[config.mk]
export PLATFORM = sky130hd
export DESIGN_NAME = loop_detector_channel_timing
export DESIGN_NICKNAME = d
export VERILOG_FILES = /design/src/hdl/loop_detector_channel_timing.v
export VERILOG_INCLUDE_DIRS = /design/src /design/src/inc
export SDC_FILE = /design/constraint.sdc
export NUM_CORES = 1
export LEC_CHECK = 0
export BUFFER_PORTS_ARGS = -buffer_cell sky130_fd_sc_hd__buf_4
export CAP_MARGIN = 20
export CORE_MARGIN = 1
export CORE_UTILIZATION = 40
export DETAILED_ROUTE_END_ITERATION = 12
export PLACE_DENSITY = 0.56
export SETUP_SLACK_MARGIN = 0.4
export SYNTH_ARGS = -nofsm -noshare
export SYNTH_HDL_FRONTEND = slang
export SYNTH_SLANG_ARGS = --single-unit
[constraint.sdc]
create_clock -name ref_clk -period 11.3 [get_ports ref_clk]
set_input_delay 2.26 -clock ref_clk [delete_from_list [all_inputs] [get_ports ref_clk]]
set_output_delay 2.26 -clock ref_clk [all_outputs]
set_load 0.005 [all_outputs]
[src/inc/loop_detector_regs.vh]
// Purpose: constants for the loop detector channel timing block
// Assumes: 40 MHz ref_clk, two channels, quarter-second timebase
// Notes:   tune and hold times are literal tick counts; only the cycle count per tick derives from other constants
`ifndef LOOP_DETECTOR_REGS_VH
`define LOOP_DETECTOR_REGS_VH

// ----------------------------------------------------------------
// clock and timebase
// ----------------------------------------------------------------
`define CLK_KHZ          40000
`define TICK_MS          250
`define TICK_CYCLES      (`CLK_KHZ * `TICK_MS)

// ----------------------------------------------------------------
// tuning and call hold, in quarter-second ticks
// ----------------------------------------------------------------
// tuning takes 2 s, well inside the 10 s allowed
`define TUNE_TICKS       4'h8
// class 2 hold: 4 minutes
`define HOLD2_TICKS      15'h03C0
// class 3 hold: 60 minutes, inside the 30..120 minute window
`define HOLD3_TICKS      15'h3840

// ----------------------------------------------------------------
// delay and extend limits
// ----------------------------------------------------------------
// delay in whole seconds, 0..30
`define DELAY_MAX_S      6'h1E
// extend in quarter seconds, 0..60 (15 s)
`define EXTEND_MAX_Q     6'h3C

// ----------------------------------------------------------------
// detection thresholds
// ----------------------------------------------------------------
// level 0 trips at base/8, level 7 at base/1024
`define SENS_BASE_SHIFT  4'h3
// a drop of base/4 (25 percent) is a loop fault
`define FAULT_SHIFT      4'h2

// ----------------------------------------------------------------
// reset values
// ----------------------------------------------------------------
`define RST_BASE         16'h0000
`define RST_TIMER        8'h00

`endif

[src/hdl/loop_detector_channel_timing.v]
// Purpose: two-channel inductive loop detector call logic with delay/extend timing
// Assumes: measCount is the loop oscillator count of the channel on scanSel, same clock domain;
//          a fall of measCount mirrors a fall of loop inductance
// Notes:   all panel and fault pins pass a two-stage synchroniser
//
// Summary of operation
// - channels are measured one after another in a repeating scan.
// - a channel switched off from the panel never produces a call.
// - each channel has eight selectable sensitivity levels.
// - class 2 channels hold a present vehicle's call 4 minutes from detection, delay time included.
// - class 3 channels hold a present vehicle's call 30 to 120 minutes.
// - call delay adjustable 0 to 30 seconds in one-second steps.
// - call extension adjustable 0 to 15 seconds in quarter-second steps.
// - delay and extend can both be on; delay runs first, then extend.
// - actuation during extend passes at once without a new delay.
// - call is forced on while tuning, during a loop fault, or power loss.
// - after power returns each channel tunes within 10 seconds.
// - after a loop fault clears the channel retunes within 10 seconds.
// - fault indicator latches until a manual reset.
// - faults are open loop, short to ground, 25 percent inductance drop.
// - two channels on one loop still work normally.
`include "loop_detector_regs.vh"

module loop_detector_channel_timing #(
  parameter [23:0] TICK_CYCLES = `TICK_CYCLES
)(
  input  wire        ref_clk,
  input  wire        srst,
  input  wire        measValid,
  input  wire [15:0] measCount,
  input  wire [1:0]  chEnable,
  input  wire [5:0]  sensLevel,
  input  wire [1:0]  classSel,
  input  wire [9:0]  delaySec,
  input  wire [11:0] extendQtr,
  input  wire [1:0]  openFault,
  input  wire [1:0]  groundFault,
  input  wire        powerOk,
  input  wire        manualReset,
  output wire [1:0]  callOut,
  output wire [1:0]  faultInd,
  output wire [1:0]  tuning,
  output wire        scanSel
);

  // ----------------------------------------------------------------
  // state codes
  // ----------------------------------------------------------------
  localparam [1:0] T_IDLE   = 2'b00;
  localparam [1:0] T_DELAY  = 2'b01;
  localparam [1:0] T_ON     = 2'b10;
  localparam [1:0] T_EXTEND = 2'b11;

  // ----------------------------------------------------------------
  // functions
  // ----------------------------------------------------------------
  function [15:0] lossOf;
    input [15:0] base;
    input [15:0] meas;
    begin
      lossOf = (meas < base) ? (base - meas) : 16'h0000;
    end
  endfunction

  function [5:0] clampTo;
    input [5:0] val;
    input [5:0] lim;
    begin
      clampTo = (val > lim) ? lim : val;
    end
  endfunction

  // ----------------------------------------------------------------
  // pin synchroniser
  // ----------------------------------------------------------------
  wire [37:0] pinRaw = {manualReset, powerOk, groundFault, openFault, extendQtr,
                        delaySec, classSel, sensLevel, chEnable};
  reg  [37:0] pinMeta_reg;
  reg  [37:0] pinSync_reg;

  always @(posedge ref_clk)
  begin
    if (srst)
    begin
      pinMeta_reg <= 38'h00_0000_0000;
      pinSync_reg <= 38'h00_0000_0000;
    end
    else
    begin
      pinMeta_reg <= pinRaw;
      pinSync_reg <= pinMeta_reg;
    end
  end

  wire [1:0]  enS     = pinSync_reg[1:0];
  wire [5:0]  sensS   = pinSync_reg[7:2];
  wire [1:0]  classS  = pinSync_reg[9:8];
  wire [9:0]  delayS  = pinSync_reg[19:10];
  wire [11:0] extendS = pinSync_reg[31:20];
  wire [1:0]  openS   = pinSync_reg[33:32];
  wire [1:0]  groundS = pinSync_reg[35:34];
  wire        powerS  = pinSync_reg[36];
  wire        mresetS = pinSync_reg[37];

  // ----------------------------------------------------------------
  // quarter-second timebase
  // ----------------------------------------------------------------
  reg [23:0] tickCnt_reg;
  reg        tick_reg;

  always @(posedge ref_clk)
  begin
    if (srst)
    begin
      tickCnt_reg <= 24'h00_0000;
      tick_reg    <= 1'b0;
    end
    else if (tickCnt_reg == TICK_CYCLES - 24'h00_0001)
    begin
      tickCnt_reg <= 24'h00_0000;
      tick_reg    <= 1'b1;
    end
    else
    begin
      tickCnt_reg <= tickCnt_reg + 24'h00_0001;
      tick_reg    <= 1'b0;
    end
  end

  // ----------------------------------------------------------------
  // per-channel state
  // ----------------------------------------------------------------
  reg [15:0] base_reg     [0:1];
  reg [15:0] lastMeas_reg [0:1];
  reg [7:0]  tCnt_reg     [0:1];
  reg [14:0] holdCnt_reg  [0:1];
  reg [3:0]  tuneCnt_reg  [0:1];
  reg [1:0]  tState_reg   [0:1];
  reg [1:0]  run_reg;
  reg [1:0]  det_reg;
  reg [1:0]  dropF_reg;
  reg [1:0]  callOut_reg;
  reg [1:0]  faultInd_reg;
  reg [1:0]  tuning_reg;
  reg        scanSel_reg;
  reg [15:0] loss         [0:1];
  reg [5:0]  dlySec       [0:1];
  reg [5:0]  extQ         [0:1];
  reg [14:0] holdLim      [0:1];
  reg [1:0]  sample;
  reg [1:0]  faultNow;
  reg [1:0]  qual;
  integer    i;
  integer    c;

  assign callOut  = callOut_reg;
  assign faultInd = faultInd_reg;
  assign tuning   = tuning_reg;
  assign scanSel  = scanSel_reg;

  always @*
  begin
    for (c = 0; c < 2; c = c + 1)
    begin
      // own baseline per channel, so a shared loop gives two independent readings
      sample[c]   = measValid && (scanSel_reg == c[0]);
      loss[c]     = lossOf(base_reg[c], measCount);
      dlySec[c]   = clampTo({1'b0, delayS[c*5 +: 5]}, `DELAY_MAX_S);
      extQ[c]     = clampTo(extendS[c*6 +: 6], `EXTEND_MAX_Q);
      holdLim[c]  = classS[c] ? `HOLD3_TICKS : `HOLD2_TICKS;
      faultNow[c] = openS[c] | groundS[c] | dropF_reg[c];
      qual[c]     = (tState_reg[c] == T_ON) || (tState_reg[c] == T_EXTEND);
    end
  end

  always @(posedge ref_clk)
  begin
    if (srst)
    begin
      scanSel_reg  <= 1'b0;
      run_reg      <= 2'b00;
      det_reg      <= 2'b00;
      dropF_reg    <= 2'b00;
      callOut_reg  <= 2'b00;
      faultInd_reg <= 2'b00;
      tuning_reg   <= 2'b00;
      for (i = 0; i < 2; i = i + 1)
      begin
        base_reg[i]     <= `RST_BASE;
        lastMeas_reg[i] <= `RST_BASE;
        tCnt_reg[i]     <= `RST_TIMER;
        holdCnt_reg[i]  <= 15'h0000;
        tuneCnt_reg[i]  <= 4'h0;
        tState_reg[i]   <= T_IDLE;
      end
    end
    else
    begin
      if (measValid)
        scanSel_reg <= ~scanSel_reg;
      for (i = 0; i < 2; i = i + 1)
      begin
        // latched fault, set wins over manual reset
        if (faultNow[i])
          faultInd_reg[i] <= 1'b1;
        else if (mresetS)
          faultInd_reg[i] <= 1'b0;

        if (!enS[i] || !powerS || faultNow[i])
        begin
          run_reg[i]     <= 1'b0;
          tuneCnt_reg[i] <= 4'h0;
          det_reg[i]     <= 1'b0;
          dropF_reg[i]   <= 1'b0;
          holdCnt_reg[i] <= 15'h0000;
          tState_reg[i]  <= T_IDLE;
        end
        else if (!run_reg[i])
        begin
          if (sample[i])
            lastMeas_reg[i] <= measCount;
          // self-tune finishes after a fixed tick count
          if (tick_reg)
          begin
            if (tuneCnt_reg[i] == `TUNE_TICKS - 4'h1)
            begin
              run_reg[i]  <= 1'b1;
              base_reg[i] <= lastMeas_reg[i];
            end
            else
              tuneCnt_reg[i] <= tuneCnt_reg[i] + 4'h1;
          end
        end
        else
        begin
          if (sample[i])
          begin
            dropF_reg[i] <= (loss[i] >= (base_reg[i] >> `FAULT_SHIFT)) && (loss[i] != 16'h0000);
            det_reg[i]   <= (loss[i] != 16'h0000) &&
                            (loss[i] >= (base_reg[i] >> (`SENS_BASE_SHIFT + {1'b0, sensS[i*3 +: 3]})));
          end

          // presence hold: at the limit the vehicle is tuned out
          if (!det_reg[i])
            holdCnt_reg[i] <= 15'h0000;
          else if (tick_reg)
          begin
            if (holdCnt_reg[i] == holdLim[i] - 15'h0001)
            begin
              run_reg[i]     <= 1'b0;
              tuneCnt_reg[i] <= 4'h0;
              det_reg[i]     <= 1'b0;
              holdCnt_reg[i] <= 15'h0000;
              tState_reg[i]  <= T_IDLE;
            end
            else
              holdCnt_reg[i] <= holdCnt_reg[i] + 15'h0001;
          end

          case (tState_reg[i])
            T_IDLE:
            begin
              if (det_reg[i])
              begin
                if (dlySec[i] == 6'h00)
                  tState_reg[i] <= T_ON;
                else
                begin
                  tState_reg[i] <= T_DELAY;
                  tCnt_reg[i]   <= {dlySec[i], 2'b00};
                end
              end
            end
            T_DELAY:
            begin
              if (!det_reg[i])
                tState_reg[i] <= T_IDLE;
              else if (tick_reg)
              begin
                if (tCnt_reg[i] == 8'h01)
                  tState_reg[i] <= T_ON;
                tCnt_reg[i] <= tCnt_reg[i] - 8'h01;
              end
            end
            T_ON:
            begin
              if (!det_reg[i])
              begin
                if (extQ[i] == 6'h00)
                  tState_reg[i] <= T_IDLE;
                else
                begin
                  tState_reg[i] <= T_EXTEND;
                  tCnt_reg[i]   <= {2'b00, extQ[i]};
                end
              end
            end
            T_EXTEND:
            begin
              if (det_reg[i])
                tState_reg[i] <= T_ON;
              else if (tick_reg)
              begin
                if (tCnt_reg[i] == 8'h01)
                  tState_reg[i] <= T_IDLE;
                tCnt_reg[i] <= tCnt_reg[i] - 8'h01;
              end
            end
            default:
              tState_reg[i] <= T_IDLE;
          endcase
        end

        callOut_reg[i] <= enS[i] & (qual[i] | ~run_reg[i] | faultNow[i] | ~powerS);
        tuning_reg[i]  <= enS[i] & ~run_reg[i];
      end
    end
  end

endmodule

==> flow_metrics.env <==
export IMPL_grt_pass1_vias=9264
export IMPL_skew_ns=0.01182
export IMPL_cp_required_ns=11.71
export IMPL_start_util_pct=41.09
export IMPL_ctsHoldBuffers=0
export IMPL_grt_overflow=0
export IMPL_finalSetupViolCount=0
export IMPL_drv_slew=0
export IMPL_p_per_area_nw_per_um2=140.5
export IMPL_status="finished clean"
export IMPL_wire_per_inst_um=15.50
export IMPL_startpoint_type="primary input"
export IMPL_rsz0062_at_grt="no"
export IMPL_die_area_um2=34500
export IMPL_clk_pin_slew_ns=0.06
export IMPL_worst_path_max_fanout=14
export IMPL_leakage_nw=6.098
export IMPL_routed_wl_mm=29.65
export IMPL_clock_root_buffer="clkbuf_16"
export IMPL_nFillCells=3168
export IMPL_worstMarginPinSlew_ns=0.9897
export IMPL_hpwlAfterDp_mm=22.33
export IMPL_cts_resized=0
export IMPL_finalCritPeriodShare_pct=53.89
export IMPL_power_mw=2.151
export IMPL_grt_pass1_wl_mm=47.83
export IMPL_ys_flop_type="edfxtp_1"
export IMPL_clock_sinks=236
export IMPL_finalHoldViolations=0
export IMPL_worst_ep_arrival_time_ns=6.50
export IMPL_die_y_um=185.8
export IMPL_end_kind="flop"
export IMPL_netlist_instances=1404
export IMPL_ys_warn_count=0
export IMPL_vias=9838
export IMPL_maxSlewHeadroom_pct=33.58
export IMPL_coreArea_um2=32870
export IMPL_ys_types=83
export IMPL_dp_cells=1863
export IMPL_drc=0
export IMPL_cts_tree="built"
export IMPL_max_cap_violations=0
export IMPL_portBuffers=63
export IMPL_fin_util_pct=46.56
export IMPL_final_cells=1913
export IMPL_ant_nets=0
export IMPL_cts_buffers_inserted=27
export IMPL_avgSynthCellArea_um2=9.619
export IMPL_antenna_found_initial=1
export IMPL_fin_crit_ns=6.090
export IMPL_regArea_um2=5946
export IMPL_synthArstFlopShare_pct=0
export IMPL_cts_buffer_depth=3
export IMPL_yosys_register_bits=236
export IMPL_multi_input_area_um2=7062
export IMPL_gp_congestion=0.8657
export IMPL_post_cts_buffers=0
export IMPL_hold_class="flop to flop"
export IMPL_syn_num_nets=1558
export IMPL_ctsHtreeMaxLevel=1
export IMPL_drive_gt1_share_pct=9.993
export IMPL_setup_tns_ns=0
export IMPL_first_pass_iters=5
export IMPL_hold_slack_ns=0.4309
export IMPL_grt_total_usage_pct=17.26
export IMPL_criticalPathCategory="primary input to flop"
export IMPL_io_pins=64
export IMPL_antenna_cells=0
export IMPL_synth_seq_area_share_pct=44.02
export IMPL_vdd_drop_max_uv=131.6
export IMPL_synth_edf_count=122
export IMPL_grt_max_degree=44
export IMPL_rows=66
export IMPL_viasPerCell=5.143
export IMPL_syn_area_um2=13510
export IMPL_first_iter_violations=548
export IMPL_clock_latency_ns=0.55
export IMPL_area_growth_pct=13.31
export IMPL_fmax_mhz=164.2
export IMPL_nets=1604
export IMPL_die_x_um=185.8
-- kinds of logic after synthesis --
| family | after synthesis | share of synthesized area, % |
|---|---|---|
| XOR/XNOR | 79 | 5.123 |
| flip-flops | 236 | 44.02 |
| AND/OR/NAND/NOR | 595 | 23.24 |
| multiplexers | 33 | 3.020 |
| buffers and inverters | 129 | 3.789 |
| AO/OA/AOI/OAI | 235 | 11.71 |
| adder cells (fa/ha/maj) | 97 | 9.098 |
-- cells in the mapped netlist, types with 15 or more instances --
master	instances	area share, %
and3_1	18	0.83
nor3_1	23	0.85
clkbuf_1	33	0.92
xor2_1	41	2.7
dfxtp_1	114	17
inv_1	77	2.1
edfxtp_1	122	27
nor2_1	155	4.3
mux2i_1	25	1.9
nand3_1	40	1.5
nand4_1	21	0.97
nand2b_1	19	0.88
nor2b_1	89	4.1
ha_1	95	8.8
nand2_1	93	2.6
xnor2_1	38	2.5
and2_1	58	2.7
a21oi_1	65	2.4
o21ai_0	54	2.0
or3_1	15	0.69
-- area by class of cell --
cell class / instances / area share (%)
clock buffers: 42 / 5.445
clock inverters: 8 / 0.7440
inverters: 80 / 1.962
multi-input cells: 1039 / 46.15
flip-flops and latches: 236 / 38.85
well taps: 442 / 3.614
repair buffers: 66 / 3.238
-- worst max-delay path, cell delays in order --
cell,delay (ns)
buf_4,0.10
ha_1,0.17
inv_1,0.06
fa_1,0.42
a211oi_1,0.39
nor3b_2,0.13
o31a_1,0.27
o21ai_0,0.17
a21oi_1,0.11
nor2_1,0.63
or2_2,0.25
ha_1,0.22
nand2b_1,0.13
a21o_1,0.17
a21o_1,0.17
a21oi_1,0.13
o21ai_0,0.11
a211oi_1,0.34
or3_1,0.17
a311oi_1,0.09
-- per-stage QoR --
stage | instance area (µm²) | setup slack [ns]
after floorplan | 13510 | 5.669
after global placement | 14360 | 4.834
after detailed placement | 14360 | 4.763
after CTS | 15300 | 5.278
after global routing | 15300 | 4.805
final | 15300 | 5.210
-- cell usage in the layout, fill, tap and decap left out, types with 5 or more instances in the layout --
cell type and n:
or4_1 8, dfxtp_1 114, or3_1 15, clkbuf_1 6, nand2b_1 19, nor4_1 13
xor2_1 41, o21a_1 8, nor3b_1 5, buf_4 66, and2_1 58, nor3_1 23
o22ai_1 5, mux4_2 6, xnor2_1 38, nand3_1 40, and3_1 18, a21oi_1 65
o21ai_1 5, clkbuf_8 8, nand2_1 93, o211ai_1 7, nand3b_1 5, nand4_1 21
inv_1 77, edfxtp_1 122, nor2b_1 89, mux2i_1 25, o21ai_0 52, clkbuf_16 28
nor2_1 155, ha_1 95, a211oi_1 10, a31oi_1 11, a21o_1 14
-- path summary, 6_finish.rpt --
path / endpoint / start / slack, ns / cells after the start
hold reg to reg: pinSync_reg[10]$_SDFF_PP0_ / pinMeta_reg[10]$_SDFF_PP0_ / 0.43 / 1
setup reg to reg: dropF_reg[1]$_SDFFE_PP0P_ / base_reg[0][16]$_SDFFCE_PN0P_ / 6.59 / 20
setup / recovery: dropF_reg[1]$_SDFFE_PP0P_ / measCount[0] / 5.21 / 20
hold / removal: pinSync_reg[10]$_SDFF_PP0_ / pinMeta_reg[10]$_SDFF_PP0_ / 0.43 / 1
-- layer usage --
| layer | up-vias | track usage, % | share of wire, % |
|---|---|---|---|
| met3 | 36 | 2.250 | 4.0 |
| li1 | 5073 | - | - |
| met5 | - | 0 | 0.027 |
| met4 | 2 | 4.098 | 2.0 |
| met1 | 4548 | 23.32 | 47 |
| met2 | 179 | 29.10 | 47 |
-- report_power, final --
| part | internal, mW | switching, mW | total, mW |
|---|---|---|---|
| Clock | 0.555 | 0.349 | 0.903 |
| Sequential | 0.925 | 0.0238 | 0.949 |
| Combinational | 0.132 | 0.167 | 0.298 |
| Total | 1.61 | 0.539 | 2.15 |
Power figures use the tool's default switching activity.
